[config.mk]
export PLATFORM = sky130hd
export DESIGN_NAME = sfr_read_status
export DESIGN_NICKNAME = d
export VERILOG_FILES = /design/src/verilog/sfr_pkg.sv /design/src/verilog/sfr_read_status.sv
export VERILOG_INCLUDE_DIRS = /design/src /design/src/verilog
export SDC_FILE = /design/constraint.sdc
export NUM_CORES = 1
export LEC_CHECK = 0
export BUFFER_PORTS_ARGS = -buffer_cell sky130_fd_sc_hd__buf_4
export CAP_MARGIN = 10
export CORE_AREA = 2 2 212 214
export CTS_CLUSTER_DIAMETER = 100
export DETAILED_ROUTE_END_ITERATION = 10
export DIE_AREA = 0 0 214 216
export SYNTH_ARGS = -nofsm -noshare
export SYNTH_HDL_FRONTEND = slang
export SYNTH_SLANG_ARGS = --single-unit
[constraint.sdc]
create_clock -name i_mclk -period 3.81 [get_ports i_mclk]
set_clock_uncertainty 0.05 [all_clocks]
set_input_delay 0.1905 -clock i_mclk [delete_from_list [all_inputs] [get_ports i_mclk]]
set_output_delay 0.1905 -clock i_mclk [all_outputs]
set_load 0.01 [all_outputs]
[src/verilog/sfr_defs.svh]
// Constants of the serial flash read and status logic
`ifndef SFR_DEFS_SVH
`define SFR_DEFS_SVH

`define SFR_OPC_ARRAY_LEG 8'h68
`define SFR_OPC_ARRAY_SPI 8'he8
`define SFR_OPC_PAGE_LEG 8'h52
`define SFR_OPC_PAGE_SPI 8'hd2
`define SFR_OPC_BUF1_LEG 8'h54
`define SFR_OPC_BUF1_SPI 8'hd4
`define SFR_OPC_BUF2_LEG 8'h56
`define SFR_OPC_BUF2_SPI 8'hd6
`define SFR_OPC_STAT_LEG 8'h57
`define SFR_OPC_STAT_SPI 8'hd7
`define SFR_OPC_MODE_BIT 7

`define SFR_CNT_OPC_END 7'h08
`define SFR_CNT_ADDR_END 7'h20
`define SFR_CNT_MEM_DATA 7'h40
`define SFR_CNT_BUF_DATA 7'h28
`define SFR_CNT_MAX 7'h7f

`define SFR_PAGE_LAST_BYTE 10'h20f
`define SFR_ADDR_PAGE_MSB 21
`define SFR_ADDR_PAGE_LSB 10
`define SFR_ADDR_BYTE_MSB 9

`define SFR_STAT_READY_BIT 7
`define SFR_STAT_MISMATCH_BIT 6
`define SFR_STAT_DENSITY_LSB 2
`define SFR_STAT_RESERVED 2'h0
`define SFR_UNDERRUN_BYTE 8'hff

`define SFR_FIFO_WIDTH 8
`define SFR_FIFO_DEPTH 32

`endif

[src/verilog/sfr_pkg.sv]
// Types of the serial flash read and status logic
package sfr_pkg;

  typedef enum logic [1:0] {SFR_SRC_ARRAY, SFR_SRC_BUF1, SFR_SRC_BUF2} sfr_src_e;

  typedef enum logic [2:0] {SFR_K_NONE, SFR_K_ARRAY, SFR_K_PAGE, SFR_K_BUF, SFR_K_STATUS} sfr_kind_e;

  typedef enum logic [2:0] {SFR_ST_IDLE, SFR_ST_OPC, SFR_ST_ADDR, SFR_ST_LEAD, SFR_ST_STREAM, SFR_ST_SKIP} sfr_state_e;

  // For buffer reads byte_in_page_addr carries buffer_byte_addr
  typedef struct packed {
    sfr_src_e src;
    logic [11:0] page_addr;
    logic [9:0] byte_in_page_addr;
  } sfr_mem_req_s;

  typedef struct packed {
    logic cs_m;
    logic cs_s;
    logic sck_m;
    logic sck_s;
    logic sck_d;
    logic si_m;
    logic si_s;
  } sfr_sync_s;

  typedef struct packed {
    sfr_sync_s sy;
    sfr_state_e st;
    sfr_kind_e kind;
    logic spi;
    logic [6:0] cnt;
    logic [22:0] sin;
    logic pf_on;
    sfr_mem_req_s pf;
    logic req_valid;
    logic req_old;
    sfr_mem_req_s req;
    logic [5:0] outstanding;
    logic [5:0] drop;
    logic [7:0] shreg;
    logic [2:0] bit_idx;
    logic load_next;
    logic so;
    logic oe;
  } sfr_top_s;

endpackage

[src/verilog/sfr_read_status.sv]
// Prefetch FIFO and the read and status command logic of the serial flash
`timescale 1ns/1ns
`include "sfr_defs.svh"

module sfr_fifo #(
  parameter int W = `SFR_FIFO_WIDTH,
  parameter int D = `SFR_FIFO_DEPTH
) (
  input wire logic i_mclk,
  input wire logic i_rst_n,
  input wire logic i_flush,
  input wire logic i_in_valid,
  output logic o_in_ready,
  input wire logic [W-1:0] i_in_data,
  output logic o_out_valid,
  input wire logic i_out_ready,
  output logic [W-1:0] o_out_data,
  output logic [$clog2(D):0] o_level
);
  localparam int AW = $clog2(D);

  typedef struct packed {
    logic [D-1:0][W-1:0] mem;
    logic [AW-1:0] wp;
    logic [AW-1:0] rp;
    logic [AW:0] cnt;
    logic in_ready;
    logic out_valid;
  } sfr_fifo_s;

  sfr_fifo_s s_r;
  sfr_fifo_s s_nxt;
  logic wr;
  logic rd;

  assign wr = i_in_valid & s_r.in_ready;
  assign rd = i_out_ready & s_r.out_valid;

  always_comb begin
    s_nxt = s_r;
    if (i_flush) begin
      s_nxt.wp = '0;
      s_nxt.rp = '0;
      s_nxt.cnt = '0;
    end else begin
      if (wr) begin
        s_nxt.mem[s_r.wp] = i_in_data;
        s_nxt.wp = s_r.wp + 1'b1;
      end
      if (rd) begin
        s_nxt.rp = s_r.rp + 1'b1;
      end
      s_nxt.cnt = s_r.cnt + (AW+1)'(wr) - (AW+1)'(rd);
    end
    // Registered flags keep the handshake outputs glitch free
    s_nxt.in_ready = s_nxt.cnt < (AW+1)'(D);
    s_nxt.out_valid = s_nxt.cnt != '0;
  end

  always_ff @(posedge i_mclk or negedge i_rst_n) begin
    if (!i_rst_n) begin
      s_r <= '0;
    end else begin
      s_r <= s_nxt;
    end
  end

  assign o_in_ready = s_r.in_ready;
  assign o_out_valid = s_r.out_valid;
  assign o_out_data = s_r.mem[s_r.rp];
  assign o_level = s_r.cnt;
endmodule // sfr_fifo

// Operation
// [RL1] A command starts at chip select low: 8-bit opcode, then address.
// [RL2] Opcode, address and data travel most significant bit first.
// [RL3] Array location is 12-bit page_addr plus 10-bit byte_in_page_addr.
// [RL4] Opcode category picks idle clock style and first data cycle.
// [RL5] Opcodes 68H/E8H start continuous read: 24 address, 32 dummy bits.
// [RL6] Two leading address bits ignored; then page_addr, then starting byte.
// [RL7] After dummies each clock outputs next bit; address advances itself.
// [RL8] Continuous read crosses page end into next page seamlessly.
// [RL9] Continuous read wraps from array end to first page seamlessly.
// [RL10] Host keeps chip select low for the whole read.
// [RL11] Chip select rising ends any read and floats serial output.
// [RL12] Array reads never change either SRAM buffer.
// [RL13] Opcodes 52H/D2H start page read with same address and dummies.
// [RL14] Page read wraps to first byte of the same page.
// [RL15] Buffer one uses 54H/D4H, buffer two 56H/D6H.
// [RL16] Buffer read: 14 dummies, 10-bit buffer_byte_addr, 8 dummies, data.
// [RL17] Buffer read wraps to first byte of the same buffer.
// [RL18] Opcodes 57H/D7H send the status byte, bit 7 first.
// [RL19] Status byte repeats from bit 7 with fresh values each time.
// [RL20] Status bit 7 is ready_flag: 1 idle, 0 busy.
// [RL21] Status bit 6 is compare_mismatch_flag: 1 means a difference.
// [RL22] Bits 5..2 hold fixed density code; low bits reserved.
// [RL23] Device samples input on rising, changes output after falling edges.
// [RL24] Clock halted after bit 7: pin follows live ready_flag.
module sfr_read_status #(
  // Density code value is arbitrary
  parameter logic [3:0] P_DENSITY_CODE = 4'h5
) (
  input wire logic i_mclk,
  input wire logic i_rst_n,
  input wire logic i_cs_n,
  input wire logic i_sck,
  input wire logic i_si,
  output logic o_so,
  output logic o_so_oe,
  input wire logic i_busy,
  input wire logic i_compare_mismatch,
  output logic o_mem_req_valid,
  input wire logic i_mem_req_ready,
  output sfr_pkg::sfr_mem_req_s o_mem_req,
  input wire logic i_mem_rsp_valid,
  output logic o_mem_rsp_ready,
  input wire logic [7:0] i_mem_rsp_data
);
  sfr_pkg::sfr_top_s s_r;
  sfr_pkg::sfr_top_s s_nxt;
  logic sck_rise;
  logic sck_fall;
  logic rsp_hs;
  logic req_hs;
  logic abort;
  logic pop;
  logic fifo_in_ready;
  logic fifo_out_valid;
  logic [7:0] fifo_data;
  logic [5:0] fifo_level;
  logic [7:0] opc;
  logic [23:0] addr;
  logic [7:0] stat;

  function automatic sfr_pkg::sfr_mem_req_s next_loc(input sfr_pkg::sfr_mem_req_s a, input logic to_next_page);
    sfr_pkg::sfr_mem_req_s r;
    r = a;
    if (a.byte_in_page_addr >= `SFR_PAGE_LAST_BYTE) begin
      r.byte_in_page_addr = '0;
      // Page counter rolls over 12 bits, wrapping the array to page 0
      if (to_next_page) begin
        r.page_addr = a.page_addr + 12'h001;
      end
    end else begin
      r.byte_in_page_addr = a.byte_in_page_addr + 10'h001;
    end
    return r;
  endfunction

  // Edge detection reads only the second and third sampling stages
  assign sck_rise = s_r.sy.sck_s & ~s_r.sy.sck_d;
  assign sck_fall = ~s_r.sy.sck_s & s_r.sy.sck_d;
  assign rsp_hs = i_mem_rsp_valid & fifo_in_ready;
  assign req_hs = s_r.req_valid & i_mem_req_ready;
  // [RL11] Deselect ends command
  assign abort = s_r.sy.cs_s & (s_r.st != sfr_pkg::SFR_ST_IDLE);
  assign opc = {s_r.sin[6:0], s_r.sy.si_s};
  assign addr = {s_r.sin, s_r.sy.si_s};
  // Status byte is built live, so every repeat sees fresh flags; a halted poll drives ~i_busy directly
  assign stat = {
    // [RL20] Ready flag first
    ~i_busy,
    // [RL21] Compare result next
    i_compare_mismatch,
    // [RL22] Fixed density, reserved zeros
    P_DENSITY_CODE, `SFR_STAT_RESERVED};

  sfr_fifo #(.W(`SFR_FIFO_WIDTH), .D(`SFR_FIFO_DEPTH)) u_fifo (
    .i_mclk(i_mclk),
    .i_rst_n(i_rst_n),
    .i_flush(abort),
    .i_in_valid(i_mem_rsp_valid & (s_r.drop == 6'h00)),
    .o_in_ready(fifo_in_ready),
    .i_in_data(i_mem_rsp_data),
    .o_out_valid(fifo_out_valid),
    .i_out_ready(pop),
    .o_out_data(fifo_data),
    .o_level(fifo_level)
  );

  always_comb begin
    s_nxt = s_r;
    pop = 1'b0;
    s_nxt.sy.cs_m = i_cs_n;
    s_nxt.sy.cs_s = s_r.sy.cs_m;
    s_nxt.sy.sck_m = i_sck;
    s_nxt.sy.sck_s = s_r.sy.sck_m;
    s_nxt.sy.sck_d = s_r.sy.sck_s;
    s_nxt.sy.si_m = i_si;
    s_nxt.sy.si_s = s_r.sy.si_m;

    // Responses of aborted commands are swallowed before new data
    if (rsp_hs) begin
      if (s_r.drop != 6'h00) begin
        s_nxt.drop = s_r.drop - 6'h01;
      end else begin
        s_nxt.outstanding = s_r.outstanding - 6'h01;
      end
    end
    // [RL7] Accepted request counted as outstanding or to be dropped
    if (req_hs) begin
      s_nxt.req_valid = 1'b0;
      s_nxt.req_old = 1'b0;
      if (s_r.req_old) begin
        s_nxt.drop = s_nxt.drop + 6'h01;
      end else begin
        s_nxt.outstanding = s_nxt.outstanding + 6'h01;
      end
    end
    // [RL12] Reads only, buffers untouched
    if (s_r.pf_on && !s_r.req_valid &&
        ({1'b0, fifo_level} + {1'b0, s_r.outstanding}) < 7'(`SFR_FIFO_DEPTH)) begin
      s_nxt.req_valid = 1'b1;
      s_nxt.req = s_r.pf;
      // [RL8] [RL9] [RL14] [RL17] Wrap per command
      s_nxt.pf = next_loc(s_r.pf, s_r.kind == sfr_pkg::SFR_K_ARRAY);
    end

    if (s_r.sy.cs_s) begin
      s_nxt.st = sfr_pkg::SFR_ST_IDLE;
      s_nxt.kind = sfr_pkg::SFR_K_NONE;
      s_nxt.cnt = '0;
      s_nxt.pf_on = 1'b0;
      s_nxt.load_next = 1'b0;
      s_nxt.bit_idx = '0;
      // [RL11] Output floats
      s_nxt.oe = 1'b0;
      s_nxt.so = 1'b0;
      if (abort) begin
        s_nxt.drop = s_nxt.drop + s_nxt.outstanding;
        s_nxt.outstanding = '0;
        s_nxt.req_old = s_nxt.req_valid;
      end
    end else if (s_r.st == sfr_pkg::SFR_ST_IDLE) begin
      // [RL1] Select starts a command
      s_nxt.st = sfr_pkg::SFR_ST_OPC;
      s_nxt.cnt = '0;
    end else begin
      // [RL23] Sample on rising edge
      if (sck_rise) begin
        // [RL2] Shift in, first bit highest
        s_nxt.sin = {s_r.sin[21:0], s_r.sy.si_s};
        if (s_r.cnt != `SFR_CNT_MAX) begin
          s_nxt.cnt = s_r.cnt + 7'h01;
        end
        unique case (s_r.st)
          sfr_pkg::SFR_ST_OPC: begin
            if (s_nxt.cnt == `SFR_CNT_OPC_END) begin
              // [RL4] Category from opcode
              s_nxt.spi = opc[`SFR_OPC_MODE_BIT];
              s_nxt.st = sfr_pkg::SFR_ST_ADDR;
              s_nxt.pf.src = sfr_pkg::SFR_SRC_ARRAY;
              unique case (opc)
                // [RL5] Continuous read
                `SFR_OPC_ARRAY_LEG, `SFR_OPC_ARRAY_SPI: s_nxt.kind = sfr_pkg::SFR_K_ARRAY;
                // [RL13] Page read
                `SFR_OPC_PAGE_LEG, `SFR_OPC_PAGE_SPI: s_nxt.kind = sfr_pkg::SFR_K_PAGE;
                // [RL15] Buffer select
                `SFR_OPC_BUF1_LEG, `SFR_OPC_BUF1_SPI: begin
                  s_nxt.kind = sfr_pkg::SFR_K_BUF;
                  s_nxt.pf.src = sfr_pkg::SFR_SRC_BUF1;
                end
                `SFR_OPC_BUF2_LEG, `SFR_OPC_BUF2_SPI: begin
                  s_nxt.kind = sfr_pkg::SFR_K_BUF;
                  s_nxt.pf.src = sfr_pkg::SFR_SRC_BUF2;
                end
                // [RL18] Status follows opcode directly
                `SFR_OPC_STAT_LEG, `SFR_OPC_STAT_SPI: begin
                  s_nxt.kind = sfr_pkg::SFR_K_STATUS;
                  s_nxt.st = sfr_pkg::SFR_ST_STREAM;
                  s_nxt.load_next = 1'b1;
                end
                default: begin
                  s_nxt.kind = sfr_pkg::SFR_K_NONE;
                  s_nxt.st = sfr_pkg::SFR_ST_SKIP;
                end
              endcase
            end
          end
          sfr_pkg::SFR_ST_ADDR: begin
            // [RL3] [RL6] [RL16] Address capture
            if (s_nxt.cnt == `SFR_CNT_ADDR_END) begin
              s_nxt.pf.page_addr = (s_r.kind == sfr_pkg::SFR_K_BUF) ? 12'h000 :
                                   addr[`SFR_ADDR_PAGE_MSB:`SFR_ADDR_PAGE_LSB];
              s_nxt.pf.byte_in_page_addr = addr[`SFR_ADDR_BYTE_MSB:0];
              s_nxt.pf_on = 1'b1;
              s_nxt.st = sfr_pkg::SFR_ST_LEAD;
            end
          end
          sfr_pkg::SFR_ST_LEAD: begin
            // [RL4] Legacy category starts one clock earlier
            if (s_nxt.cnt == (((s_r.kind == sfr_pkg::SFR_K_BUF) ? `SFR_CNT_BUF_DATA : `SFR_CNT_MEM_DATA)
                               - {6'h00, ~s_r.spi})) begin
              s_nxt.st = sfr_pkg::SFR_ST_STREAM;
              s_nxt.load_next = 1'b1;
            end
          end
          sfr_pkg::SFR_ST_STREAM, sfr_pkg::SFR_ST_SKIP, sfr_pkg::SFR_ST_IDLE: begin
          end
        endcase
      end
      // [RL23] Output changes after falling edge
      if (sck_fall && s_r.st == sfr_pkg::SFR_ST_STREAM) begin
        s_nxt.oe = 1'b1;
        if (s_r.load_next || s_r.bit_idx == 3'h0) begin
          s_nxt.load_next = 1'b0;
          s_nxt.bit_idx = 3'h7;
          if (s_r.kind == sfr_pkg::SFR_K_STATUS) begin
            // [RL19] Fresh status each repeat
            s_nxt.shreg = stat;
          end else begin
            // [RL7] Next byte from prefetch; underrun shows filler
            pop = fifo_out_valid;
            s_nxt.shreg = fifo_out_valid ? fifo_data : `SFR_UNDERRUN_BYTE;
          end
          s_nxt.so = s_nxt.shreg[7];
        end else begin
          s_nxt.bit_idx = s_r.bit_idx - 3'h1;
          s_nxt.so = s_r.shreg[s_r.bit_idx - 3'h1];
        end
      end
      // [RL24] Live ready while bit 7 stands
      if (s_r.kind == sfr_pkg::SFR_K_STATUS && s_nxt.bit_idx == 3'h7 && !s_nxt.load_next) begin
        s_nxt.so = ~i_busy;
      end
    end
  end

  always_ff @(posedge i_mclk or negedge i_rst_n) begin
    if (!i_rst_n) begin
      s_r <= '0;
      s_r.sy.cs_m <= 1'b1;
      s_r.sy.cs_s <= 1'b1;
    end else begin
      s_r <= s_nxt;
    end
  end

  assign o_so = s_r.so;
  assign o_so_oe = s_r.oe;
  assign o_mem_req_valid = s_r.req_valid;
  assign o_mem_req = s_r.req;
  assign o_mem_rsp_ready = fifo_in_ready;
endmodule // sfr_read_status
==> impl_summary.log <==
[metrics] Worst-Skew Late Latency: slightly below 600 ps
[metrics] I/O pin count: between 40 and 50
[metrics] fraction of registers with async set/reset: 1.00
[metrics] register area: 9840 um^2
[metrics] worst slack on hold paths: 125 ps
[metrics] clock transition at the register clock pins on the worst setup and hold paths after CTS: 60 ps
[metrics] worst setup path end: s_r[19]$_DFF_PN0_
[metrics] Worst Path Class, Setup: register to register
[metrics] final setup violation count: 0
[metrics] area growth from synthesis to layout: 12.6%
[metrics] number of buffers inserted by port buffering: between 40 and 50
[metrics] Cell Rows: 77
[metrics] fillcell total: 3854
[metrics] CTS sink cnt: around 390
[metrics] final-report max-slew violation count: 0
[metrics] count of flip-flops with a built-in enable after synthesis: 0
[metrics] Slew Limit Headroom: 0.360
[metrics] wire length of the first global-routing pass: ~71000 um
[metrics] power per unit of standard cell area: around 460 nW/um^2
[metrics] startpoint type of the worst setup path: register
[metrics] final critical-path required period: ~3500 ps
[metrics] Post-Layout Cell Count: 2206
[metrics] die extent in y: 216 um
[metrics] count of distinct cell types in the synthesized netlist: 78
[metrics] final global-route overflow total: 0
[metrics] maximum vdd drop: around 0.36 mV
[metrics] die footprint: between 40000 and 50000 um^2
[metrics] final number of hold-violating endpoints: 0
[metrics] total power: 10300 uW
[metrics] core region area: about 44000 um^2
[metrics] number of iterations in the first detailed-routing pass: 4
[metrics] antenna violations before repair: 0
[metrics] netlist area before placement: a little under 20000 um^2
[metrics] Nets: 1631
[metrics] CTS tree: done
[metrics] total clock buffers created by CTS: 44
[metrics] die width: about 210 um
[metrics] Placed Instances: between 2000 and 2500
[metrics] post-synthesis instance total: 1553
[metrics] Worst Max-Slew Pin Slew: ~960 ps
[metrics] placed wire-length estimate after detailed placement: ~28000 um
[metrics] R2R setup slack: roughly 270 ps
[metrics] Required @ worst endpoint: between 4000 and 5000 ps
[metrics] run status: complete, no violations
[metrics] met2 routed wirelength: 20000 um
[metrics] class of the tightest hold or removal check: input port to register
[metrics] crit path DAT: 3950 ps
[metrics] starting density of the core: 0.447
[metrics] routed length on met3: 1350 um
[metrics] endpoint type of the worst setup path: register
[metrics] final total negative setup slack: 0 ps
[metrics] share of layout cells above drive strength 1: 0.345
[metrics] Avg Vias per Cell: about 5.5
[metrics] maximum number of pins on one net before global-route repair: approximately 110
[metrics] routed via count: approximately 12000
[metrics] total of flip-flops plus latches after synthesis: slightly below 400
[metrics] Max Freq: roughly 0.28 GHz
[metrics] Worst setup startpoint: s_r[14]$_DFF_PN0_
[metrics] max-cap violations: 0
[metrics] commonest register cell after synthesis: dfrtp_1
[metrics] Starting DRT DRC Count: about 680
[metrics] area of combinational cells with multiple inputs: a little over 9000 um^2
[metrics] via count of the first global-routing pass: 12700
[metrics] Avg WL per Cell: about 19 um
[metrics] antenna diode count: 0
[metrics] final routed wirelength across all metal layers: about 43000 um
[metrics] synthesized netlist net count: roughly 1600
[metrics] Syn. warnings: 0
[metrics] final worst-path cycle share: 0.930
[metrics] share of the yosys chip area belonging to registers: 0.502
[metrics] top routing layer used: met4
[metrics] launching point of the worst reg2reg path: s_r[14]$_DFF_PN0_
[metrics] average cell area after synthesis: between 10 and 15 um^2
[metrics] Bufs on Longest Clock Path: 3
[metrics] Root Buffer Master: clkbuf_16
[metrics] worst reg2reg endpoint: s_r[19]$_DFF_PN0_
[metrics] CTS H-tree depth: 2
[metrics] weighted congestion reported at the end of routability-driven placement: slightly above 0.8
[metrics] aggregate global-route resource usage: 0.192
[metrics] post-detailed-route count of antenna-violating nets: 0
[metrics] leakage dissipation: a little over 0.01 uW
[metrics] Worst Reg-to-Reg Cells: 17
[metrics] Routed met1 length: roughly 20000 um
[metrics] remaining routing DRC violations: 0
[metrics] largest fanout on the critical path: 5
-- cell type report --
cell class | instances | share of cell area
flip-flops and latches | 393 | 0.446
multi-input cells | 1023 | 0.415
clock buffers | 65 | 0.0585
well taps | 592 | 0.0336
repair buffers | 85 | 0.0323
clock inverters | 16 | 0.00970
inverters | 32 | 0.00544
-- worst max-delay path, stage by stage (launching register included) --
cell      delay [ps]
dfrtp_1          360
inv_1             60
ha_1             230
and4b_1          230
nand2_4          130
clkinv_1         130
xnor2_2          180
inv_1             60
ha_1             270
mux2_2           310
ha_1             340
a211oi_2         290
o21bai_1         120
a21oi_2          140
xor2_1           180
xnor2_1          130
nor2_1            60
xnor2_1          150
-- cell usage after synthesis, drive strengths merged (11+ instances only) --
master    n  share of area
a21oi    34         0.0087
and2     14         0.0045
and3     11         0.0035
buf      40          0.014
clkbuf   65          0.013
dfrtp   391           0.50
ha       33          0.021
inv      31         0.0059
mux2    268           0.15
mux2i    16         0.0082
mux4     81          0.093
nand2   188          0.038
nand3    26         0.0066
nand4    16         0.0054
nor2    107          0.032
nor3     18         0.0049
o21ai    26         0.0068
xnor2    29          0.013
xor2     26          0.012
-- logic make-up (layout without fill, tap and decap cells) --
logic type                 count (synthesis)  in the layout  synth area share
AOI/OAI and AO/OA                        137            137            0.0476
xor gates and xnor gates                  55             55            0.0246
adders and majority gates                 35             35            0.0231
buffers and inverters                    137            198            0.0328
DFF                                      393            393             0.502
muxes                                    365            365             0.255
and+or+nand+nor                          431            431             0.115
-- per-stage QoR --
step	utilization	setup WS [ps]	area, um^2
6_report	0.503	266	22100
5_1_grt	0.503	-15.6	22100
4_1_cts	0.503	48.8	22000
3_5_place_dp	0.467	19.9	20500
3_3_place_gp	0.467	84.8	20500
2_1_floorplan	-	114	19600
-- cells in the final DEF, fill, tap and decap left out, types with 16 or more instances in the layout --
cell type  Yosys  layout
nor2_1        74      74
mux4_2        81      81
buf_4         25      73
dfrtp_1      391     389
xnor2_1       29      28
xor2_1        26      26
mux2_2       265     265
nand3_1       26      26
inv_1         31      31
mux2i_1       16      16
a21oi_1       34      32
nor2_4        28      28
ha_1          33      33
o21ai_0       23      23
nor3_1        17      17
nand2_1      184     183
clkbuf_16      0      44
-- repair_timing --
item / 4_1_cts / 5_1_grt
setup endpoints to repair: 1 / 1
resized for setup: 1 / 5
buffers inserted: 0 / 1
pin swaps: 0 / 1
endpoints found under the hold margin: 114 / 0
hold buffers: 7 / 0
-- worst min-delay path by stage --
stage / endpoint / cells past startpoint / startpoint
2_1_floorplan: addr[0]$_DFF_PN0_ / 0 / i_rst_n
6_report: u_fifo.s_r[40]$_DFFE_PN0P_ / 2 / i_mem_rsp_data[6]
5_1_grt: u_fifo.s_r[40]$_DFFE_PN0P_ / 2 / i_mem_rsp_data[6]
3_5_place_dp: s_nxt[119]$_DFF_PN1_ / 1 / i_cs_n
3_3_place_gp: s_nxt[119]$_DFF_PN1_ / 1 / i_cs_n
4_1_cts: u_fifo.s_r[257]$_DFFE_PN0P_ / 2 / i_mem_rsp_data[7]
-- per-layer routing --
metal  vias to the layer above  global-route usage
li1                       5626                   -
met1                      6193               0.264
met4                         0              0.0713
met3                        75              0.0295
met2                       173               0.310
met5                         -                   0
-- state kept, by name, indices dropped and copies added (netlist names) --
register / cells
addr: 22
o_mem_req: 24
o_mem_req_valid: 1
o_so: 1
o_so_oe: 1
s_nxt: 4
s_r: 66
u_fifo.o_in_ready: 1
u_fifo.o_level: 6
u_fifo.o_out_valid: 1
u_fifo.s_r: 266
-- report_power, final --
| group | leakage [uW] | total (uW) | internal [uW] | switching (uW) |
|---|---|---|---|---|
| registers | 0.00542 | 4530 | 4350 | 175 |
| clock network | 0.000746 | 4360 | 2620 | 1730 |
| logic | 0.00408 | 1370 | 609 | 760 |
| total | 0.0102 | 10300 | 7580 | 2670 |
No activity file was read; power rests on OpenSTA's default activity.
